[src/ndm_pkg.sv]
// Package: address map, field positions, reset values and sizes of the nibble data memory
package ndm_pkg;
  localparam int          ADDR_W         = 10;
  localparam int          DATA_W         = 4;
  localparam int          RAM_WORDS      = 832;
  localparam int          DISP_WORDS     = 48;
  localparam int          IO_WORDS       = 33;
  localparam int          SPACE_WORDS    = 865;
  localparam int          STACK_PUSH     = 3;
  localparam logic [9:0]  RAM_LAST       = 10'h33F;
  localparam logic [9:0]  RWIN_FIRST     = 10'h000;
  localparam logic [9:0]  RWIN_LAST      = 10'h00F;
  localparam logic [9:0]  DISP0_FIRST    = 10'h040;
  localparam logic [9:0]  DISP0_LAST     = 10'h06F;
  localparam logic [9:0]  DISP2_FIRST    = 10'h240;
  localparam logic [9:0]  DISP2_LAST     = 10'h26F;
  localparam logic [9:0]  LCD_BLANK_ADDR = 10'h2D0;
  localparam logic [9:0]  CLK_TMR_ADDR   = 10'h2E0;
  localparam logic [9:0]  SW_HUND_ADDR   = 10'h2E1;
  localparam logic [9:0]  SW_TENTH_ADDR  = 10'h2E2;
  localparam logic [9:0]  IN_LEVEL_ADDR  = 10'h2E3;
  localparam logic [9:0]  IN_CMP_ADDR    = 10'h2E4;
  localparam logic [9:0]  IN_IRQ_ADDR    = 10'h2E5;
  localparam logic [9:0]  IO_AREA_FIRST  = 10'h2D0;
  localparam logic [9:0]  IO_AREA_LAST   = 10'h2FF;
  localparam int          LCD_BLANK_BIT  = 0;
  localparam int          TMR16_BIT      = 0;
  localparam int          TMR8_BIT       = 1;
  localparam logic [3:0]  LCD_BLANK_RST  = 4'h1;
  localparam logic [3:0]  ZERO_NIB       = 4'h0;
  localparam logic [7:0]  START_STEP     = 8'h00;
  localparam logic [3:0]  START_PAGE     = 4'h1;
  localparam logic [7:0]  VEC_FIRST      = 8'h01;
  localparam logic [7:0]  VEC_LAST       = 8'h0F;

  typedef enum logic [2:0] {
    SEL_NONE  = 3'b000,
    SEL_RAM   = 3'b001,
    SEL_DISP  = 3'b010,
    SEL_IO    = 3'b011
  } ndm_sel_t;

  typedef struct packed {
    logic             rd;
    logic             wr;
    logic [ADDR_W-1:0] addr;
    logic [DATA_W-1:0] wdata;
  } ndm_req_t;

  typedef struct packed {
    logic [3:0] clkTmr;
    logic [3:0] swHund;
    logic [3:0] swTenth;
  } ndm_status_t;
endpackage

[src/ndm_data_map.sv]
// Nibble data memory: RAM, display memory and first I/O registers behind one CPU bus
`timescale 1ns/1ps
// Summary of operation
// - RAM holds 832 four-bit words; the CPU reads and writes all but the 48 at 2D0H-2FFH, and with page 2 also 240H-26FH.
// - Each call or interrupt pushes three words into RAM and software keeps data off the stack.
// - Words 000H to 00FH form the window the register pointer addresses.
// - The space totals 865 words with 48 display words and 33 I/O words, all reached as memory.
// - With the page 0 option the display memory at 040H-06FH lies in RAM and reads and writes.
// - With the page 2 option the display memory at 240H-26FH takes writes only.
// - Unmapped addresses hold nothing and read an unspecified value, here zero.
// - 2E0H reads the clock timer bits, bit 0 the 16 Hz stage and bit 1 the 8 Hz stage.
// - 2E1H reads the stopwatch hundredths BCD digit, reset zero.
// - 2E2H reads the stopwatch tenths BCD digit, reset zero.
// - 2E3H reads the live levels of the four input lines with no reset value.
// - 2E4H is the read/write input comparison register, reset zero.
// - 2E5H is the read/write input interrupt enable, 1 enables, reset zero.
// - After reset execution starts at page 1 step 00H, vectors at steps 01H-0FH.
module ndm_data_map
#(
  parameter bit DISP_PAGE2 = 1'b0
)
(
  input  wire logic                clock,
  input  wire logic                rst_b,
  input  wire ndm_pkg::ndm_req_t   cpuReq,
  input  wire ndm_pkg::ndm_status_t periphStatus,
  input  wire logic [3:0]          inLines,
  output logic [3:0]               rdData,
  output logic                     rdValid,
  output logic                     regWindowHit,
  output logic                     lcdBlankN,
  output logic [3:0]               inCmp,
  output logic [3:0]               inIrqEn,
  output logic                     dispWrStrobe,
  output logic [5:0]               dispWrIndex,
  output logic [3:0]               dispWrData,
  output logic [7:0]               progStepCounter,
  output logic [3:0]               progPageCounter
);
  import ndm_pkg::*;

  // ==========================================================
  // Reset release
  // Async assert; release two edges later so all flops leave reset together
  logic rstMeta;
  logic rstSync;

  always_ff @(posedge clock or negedge rst_b)
  begin
    if (!rst_b)
    begin
      rstMeta <= 1'b0;
      rstSync <= 1'b0;
    end
    else
    begin
      rstMeta <= 1'b1;
      rstSync <= rstMeta;
    end
  end

  // ==========================================================
  // Address decode
  function automatic ndm_sel_t decodeSel(input logic [9:0] a);
    ndm_sel_t s;
    s = SEL_NONE;
    // I/O page wins over RAM: the RAM words behind it are never accessed
    if (DISP_PAGE2 && a >= DISP2_FIRST && a <= DISP2_LAST)
      s = SEL_DISP;
    else if (a == LCD_BLANK_ADDR || (a >= CLK_TMR_ADDR && a <= IN_IRQ_ADDR))
      s = SEL_IO;
    else if (a >= IO_AREA_FIRST && a <= IO_AREA_LAST)
      s = SEL_NONE;
    else if (a <= RAM_LAST)
      s = SEL_RAM;
    return s;
  endfunction

  function automatic logic isDisp0(input logic [9:0] a);
    return !DISP_PAGE2 && a >= DISP0_FIRST && a <= DISP0_LAST;
  endfunction

  ndm_sel_t sel;
  logic     wrRam;
  logic     wrIo;
  logic     ramAddrOk;

  always_comb
  begin
    sel       = decodeSel(cpuReq.addr);
    ramAddrOk = (sel == SEL_RAM);
    wrRam     = cpuReq.wr && ramAddrOk;
    wrIo      = cpuReq.wr && (sel == SEL_IO);
  end

  // ==========================================================
  // Data RAM, stack and page 0 display words live here too
  // Contents are not reset; the words under the I/O page stay unused
  logic [3:0] ramMem [RAM_WORDS];
  logic [3:0] ramRd;

  always_ff @(posedge clock)
  begin
    if (wrRam)
      ramMem[cpuReq.addr] <= cpuReq.wdata;
  end

  always_comb
  begin
    ramRd = ramAddrOk ? ramMem[cpuReq.addr] : ZERO_NIB;
  end

  // ==========================================================
  // I/O registers
  logic       lcdBlank_reg;
  logic [3:0] inCmp_reg;
  logic [3:0] inIrqEn_reg;

  always_ff @(posedge clock or negedge rstSync)
  begin
    if (!rstSync)
      lcdBlank_reg <= LCD_BLANK_RST[LCD_BLANK_BIT];
    else if (wrIo && cpuReq.addr == LCD_BLANK_ADDR)
      lcdBlank_reg <= cpuReq.wdata[LCD_BLANK_BIT];
  end

  always_ff @(posedge clock or negedge rstSync)
  begin
    if (!rstSync)
      inCmp_reg <= ZERO_NIB;
    else if (wrIo && cpuReq.addr == IN_CMP_ADDR)
      inCmp_reg <= cpuReq.wdata;
  end

  always_ff @(posedge clock or negedge rstSync)
  begin
    if (!rstSync)
      inIrqEn_reg <= ZERO_NIB;
    else if (wrIo && cpuReq.addr == IN_IRQ_ADDR)
      inIrqEn_reg <= cpuReq.wdata;
  end

  // ==========================================================
  // Read mux
  logic [3:0] ioRd;
  // Unlisted I/O words fall through to zero

  always_comb
  begin
    ioRd = ZERO_NIB;
    unique case (cpuReq.addr)
      LCD_BLANK_ADDR: ioRd = {3'b000, lcdBlank_reg};
      CLK_TMR_ADDR:   ioRd = {2'b00, periphStatus.clkTmr[TMR8_BIT], periphStatus.clkTmr[TMR16_BIT]};
      SW_HUND_ADDR:   ioRd = periphStatus.swHund;
      SW_TENTH_ADDR:  ioRd = periphStatus.swTenth;
      IN_LEVEL_ADDR:  ioRd = inLines;
      IN_CMP_ADDR:    ioRd = inCmp_reg;
      IN_IRQ_ADDR:    ioRd = inIrqEn_reg;
      default:        ioRd = ZERO_NIB;
    endcase
  end

  always_ff @(posedge clock or negedge rstSync)
  begin
    if (!rstSync)
    begin
      rdData  <= ZERO_NIB;
      rdValid <= 1'b0;
    end
    else
    begin
      rdValid <= cpuReq.rd;
      if (cpuReq.rd)
        rdData <= (sel == SEL_RAM) ? ramRd : (sel == SEL_IO) ? ioRd : ZERO_NIB;
    end
  end

  // ==========================================================
  // Display write port and register window flag
  // Index and data follow the bus each cycle and mean something only with the strobe
  // display words go out to the LCD driver
  always_ff @(posedge clock or negedge rstSync)
  begin
    if (!rstSync)
    begin
      dispWrStrobe <= 1'b0;
      dispWrIndex  <= 6'h00;
      dispWrData   <= ZERO_NIB;
      regWindowHit <= 1'b0;
    end
    else
    begin
      dispWrStrobe <= cpuReq.wr && (sel == SEL_DISP || isDisp0(cpuReq.addr));
      dispWrIndex  <= 6'(cpuReq.addr - (DISP_PAGE2 ? DISP2_FIRST : DISP0_FIRST));
      dispWrData   <= cpuReq.wdata;
      regWindowHit <= (cpuReq.rd || cpuReq.wr) && cpuReq.addr <= RWIN_LAST;
    end
  end

  // ==========================================================
  // Start address after reset
  // Held in flops so the outputs come straight from registers
  // reset start at page 1 step 00H
  always_ff @(posedge clock or negedge rstSync)
  begin
    if (!rstSync)
    begin
      progStepCounter <= START_STEP;
      progPageCounter <= START_PAGE;
    end
    else
    begin
      progStepCounter <= START_STEP;
      progPageCounter <= START_PAGE;
    end
  end

  always_comb
  begin
    lcdBlankN = lcdBlank_reg;
    inCmp     = inCmp_reg;
    inIrqEn   = inIrqEn_reg;
  end
endmodule

[config.mk]
export PLATFORM = sky130hd
export DESIGN_NAME = ndm_data_map
export DESIGN_NICKNAME = d
export VERILOG_FILES = /design/src/ndm_pkg.sv /design/src/ndm_data_map.sv
export SDC_FILE = /design/constraint.sdc
export NUM_CORES = 2
export LEC_CHECK = 0
export BUFFER_PORTS_ARGS = -buffer_cell sky130_fd_sc_hd__buf_4
export CAP_MARGIN = 20
export CORE_MARGIN = 8
export CORE_UTILIZATION = 63
export CTS_CLUSTER_SIZE = 25
export DETAILED_ROUTE_END_ITERATION = 12
export PLACE_DENSITY = 0.87
export SETUP_SLACK_MARGIN = 0.05
export SKIP_CTS_REPAIR_TIMING = 1
export SLEW_MARGIN = 40
export SYNTH_ARGS = -nofsm -noshare
export SYNTH_HDL_FRONTEND = slang
export SYNTH_SLANG_ARGS = --single-unit
[constraint.sdc]
create_clock -name clock -period 1 [get_ports clock]
set_input_delay 0 -clock clock [delete_from_list [all_inputs] [get_ports clock]]
set_output_delay 0 -clock clock [all_outputs]
set_load 0.01 [all_outputs]
==> impl_metrics.json, run 1 <==
{
  "yosysWarnings": 0,
  "clock-root-buffer": "clkbuf_16",
  "antenna_found_initial": 149,
  "error_line": "[ERROR GRT-0232] Routing congestion too high. Check the congestion heatmap in the GUI.",
  "netlist_top_cells_area": "edfxtp_1 76%, mux4_2 14%, nor2_1 2.4%",
  "grt_max_degree": 77,
  "die_h_um": 474,
  "synth_ff_type": "edfxtp_1",
  "worstEpCategory": "register input",
  "rows": 168,
  "syn_avg_cell_area_um2": 20.4,
  "port_buffers": 57,
  "ys_types": 71,
  "numCtsBuffers": 323,
  "synthArstFlopShare_pct": 0.834,
  "die_w_um": 474,
  "initial_core_util_pct": 63.2,
  "synth_common_cells": "3328 x edfxtp_1, 838 x nor2_1, 805 x mux4_2, 208 x clkbuf_1, 178 x a22oi_1",
  "netlist.area_leader.share_pct": 75.8,
  "ys_seq_elements": 3356,
  "status": "stopped before the end",
  "syn_area_um2": 132000,
  "synthCells": 6471,
  "worst_endpoint": "rdData[0]$_DFFE_PN0P_/D",
  "clock-sinks": 3356,
  "yosysTopAreaCell": "edfxtp_1",
  "gp_congestion": 0.996,
  "synth-edff-count": 3328,
  "grt-ovfl-total": 19,
  "gr-usage-all-layers_pct": 67.2,
  "clockBufferDepth": 4,
  "ys_seq_area_share_pct": 76.3,
  "htree_levels": 5,
  "hpwl_um": 285000,
  "dp_cells": 10900,
  "lastStage": "global routing",
  "synth.most_common_cell": "edfxtp_1",
  "pin_count": 72
}
-- routing by layer --
layer	global-route usage (%)	GRT overflow
met5	45.1	0
met2	78.5	9
met1	62.8	4
met3	62.1	1
met4	65.9	5
-- logic make-up after synthesis --
group	after synthesis	synth area share, %
DFF	3356	76.3
and+or+nand+nor	1169	3.66
muxes	979	15.3
AOI/OAI and AO/OA	501	2.73
buffers and inverters	464	1.98
other	2	0.00570
-- through the flow --
step	setup WS [ps]	hold WS [ps]	instance area, um^2
global placement	-2590	-217	151000
detailed placement	-2730	-215	151000
floorplan	-1270	-296	134000
CTS	-2720	-1240	162000
==> run 2, diff against run 1 <==
--- a/config.mk
+++ b/config.mk
@@ -8,11 +8,9 @@
 export BUFFER_PORTS_ARGS = -buffer_cell sky130_fd_sc_hd__buf_4
 export CAP_MARGIN = 20
 export CORE_MARGIN = 8
-export CORE_UTILIZATION = 63
-export CTS_CLUSTER_SIZE = 25
+export CORE_UTILIZATION = 40
 export DETAILED_ROUTE_END_ITERATION = 12
-export PLACE_DENSITY = 0.87
-export SETUP_SLACK_MARGIN = 0.05
+export PLACE_DENSITY_LB_ADDON = 0.15
 export SKIP_CTS_REPAIR_TIMING = 1
 export SLEW_MARGIN = 40
 export SYNTH_ARGS = -nofsm -noshare
==> run 2 against run 1 <==
  * Synthesized cell count stayed put
  * Synthesized area stayed put
  * The flow now finishes, with violations (hold timing, setup timing)
==> impl_metrics.json, run 2 <==
{
  "rrSetupSlack_ps": -2120,
  "hpwl_um": 298000,
  "reg2reg_depth": 8,
  "yosysTopAreaCell": "edfxtp_1",
  "fin_crit_ps": 3120,
  "grt_util_met1_pct": 33.8,
  "grt_first_pass_wirelength_um": 597000,
  "initial_core_util_pct": 40.1,
  "ys_seq_elements": 3356,
  "cp.required_ps": 1810,
  "worst-slew-pin-transition_ps": 1010,
  "largest_register": "ramMem",
  "synth_common_cells": "3328 x edfxtp_1, 838 x nor2_1, 805 x mux4_2, 208 x clkbuf_1, 178 x a22oi_1",
  "final_antenna_net_count": 0,
  "p_leak_nw": 57.7,
  "clock-root-buffer": "clkbuf_16",
  "tritoncts": "done",
  "routed_wl_um": 431000,
  "synth_compound_area_share_pct": 2.73,
  "grt_max_degree": 110,
  "worstSetupPathType": "flip-flop to flip-flop",
  "setup_violations": 3175,
  "reg2reg_from": "ramMem[291][0]",
  "synth_ff_type": "edfxtp_1",
  "drive_gt1_share_pct": 40.7,
  "critPathSlowestCell": "nor4_4",
  "holdPathEnd": "rdData[1]",
  "synthArstFlopShare_pct": 0.834,
  "die_area_um2": 348000,
  "layout_setup_ws_ps": -2120,
  "post-route-drc-count": 0,
  "synthCells": 6471,
  "n_fill_cell": 26400,
  "finalCritPeriodShare_pct": 312,
  "gp_congestion": 0.880,
  "netlist.area_leader.share_pct": 75.8,
  "yosys.area_share.simple_pct": 3.66,
  "die_w_um": 590,
  "use_met3_pct": 4.14,
  "start_kind": "flip-flop",
  "synthMuxAreaShare_pct": 15.3,
  "worstHoldPathType": "input port to flip-flop",
  "rsz0062_at_grt": "yes",
  "hold_viol": 2,
  "cap_violations": 0,
  "dp_cells": 12700,
  "fmax_ghz": 0.320,
  "synth-edff-count": 3328,
  "syn_avg_cell_area_um2": 20.4,
  "gr-usage-all-layers_pct": 24.2,
  "wl_per_cell_um": 32.1,
  "vias": 75100,
  "numCtsBuffers": 362,
  "pin_count": 72,
  "power_density_nw_per_um2": 1840,
  "first_iter_violations": 9149,
  "status": "finished with violations",
  "cpMostUsedCell": "mux4_2",
  "critPathMaxFanout": 2,
  "whs_path_depth": 8,
  "synth-xor-area-share_pct": 0,
  "most-common-layout-cells": "3328 x edfxtp_1, 1802 x buf_4, 809 x mux4_2, 758 x nor2_1, 368 x clkbuf_16",
  "ys_types": 71,
  "violations": "hold timing, setup timing",
  "final_common_cell": "edfxtp_1",
  "drtPass1Iterations": 5,
  "cp-end-kind": "flip-flop",
  "grt_util_met2_pct": 38.5,
  "ir_worst_vdd_mv": 1.48,
  "max_stage_delay_ps": 790,
  "die_h_um": 590,
  "synth-adder-area-share_pct": 0,
  "syn_area_um2": 132000,
  "critPathArrivalTime_ps": 3930,
  "hold-worst-slack_ps": -14.1,
  "vias_per_cell": 5.60,
  "top_regs": "ramMem x3328, dispWrIndex x6",
  "htree_levels": 5,
  "antenna_found_initial": 31,
  "tns_ps": -1864690,
  "clk_latency_ps": 940,
  "busiest_layer": "met2",
  "clock-sinks": 3356,
  "layout.cells.non_filler": 13400,
  "worstPathCellList": "mux4_2 > mux4_2 > nand2_1 > a21oi_1 > nor4_4 > buf_4 > a311o_1 > a41oi_2",
  "worstReg2RegEnd": "rdData[0]",
  "syn_to_final_growth_pct": 27.9,
  "port_buffers": 57,
  "relSlewSlack_pct": 31.8,
  "synth.most_common_cell": "edfxtp_1",
  "hp-start": "cpuReq[12]",
  "core_area_um2": 329000,
  "clockBufferDepth": 4,
  "grt-ovfl-total": 0,
  "ys_seq_area_share_pct": 76.3,
  "largest_reg_flops": 3328,
  "netlist_top_cells_area": "edfxtp_1 76%, mux4_2 14%, nor2_1 2.4%",
  "fin_nets": 8759,
  "drv_slew": 0,
  "clk_pin_slew_ps": 60,
  "grt_pass1_vias": 76200,
  "synth_top_family_by_area": "multiplexers",
  "yosysWarnings": 0,
  "cp-startpoint": "ramMem[291][0]",
  "rows": 211,
  "clock_skew_ps": 26.0
}
[run 2: cell counts after synthesis]
Identical to the previous run, type by type.
[run 2: area by class of cell]
type,count,area (um^2),area share (%)
Sequential cell,3356,101000,59.7
Multi-Input combinational cell,2854,30600,18.1
Timing Repair Buffer,2145,20000,11.9
Clock buffer,430,9470,5.61
Tap cell,4366,5460,3.24
Clock inverter,235,2430,1.44
Antenna cell,24,60.1,0.0356
Inverter,6,27.5,0.0163
[run 2: worst max path at each step]
stage                      endpoint  slack (ps)
after floorplan           rdData[3]       -1270
after global placement    rdData[0]       -3410
after detailed placement  rdData[0]       -3150
after CTS                 rdData[0]       -2760
after global routing      rdData[0]       -2180
final                     rdData[0]       -2120
[run 2: per-layer routing]
layer  routed length (um)  share of wire [%]
met5                   13             0.0030
met4                17500                4.1
met3                33600                7.8
met2               203000                 47
met1               177000                 41
[run 2: stage by stage]
stage | hold slack [ps] | area [um^2] | util, % | worst slack (ps) | power [mW]
6_report | -14.1 | 169000 | 51.2 | -2120 | 311
5_1_grt | -79.8 | 169000 | 51.2 | -2180 | 319
4_1_cts | -1240 | 168000 | 51.0 | -2760 | 313
3_5_place_dp | -215 | 156000 | 47.3 | -3150 | 178
3_3_place_gp | -217 | 156000 | 47.3 | -3410 | 178
2_1_floorplan | -296 | 134000 | - | -1270 | 167
[run 2: power by group]
part           switching, mW  total (mW)  leakage [nW]  internal, mW
registers              0.224         156          30.4           155
clock network           56.5         135          5.81          78.9
logic                   11.9        20.1          21.5          8.28
total                   68.6         311          57.7           243
[run 2: kinds of logic (layout without fill, tap and decap cells)]
family,Yosys count,in the layout
AO/OA/AOI/OAI,501,501
buffers and inverters,464,2816
flip-flops,3356,3356
multiplexers,979,979
other,2,229
AND/OR/NAND/NOR,1169,1169
[run 2: critical path: cells and delay by family (launching register included)]
family | cells | cell delay [ps]
mux | 2 | 1080
simple gates | 2 | 880
flops | 1 | 370
buf+inv | 1 | 230
compound gates | 3 | 420
(Power assumes the default switching activity.)
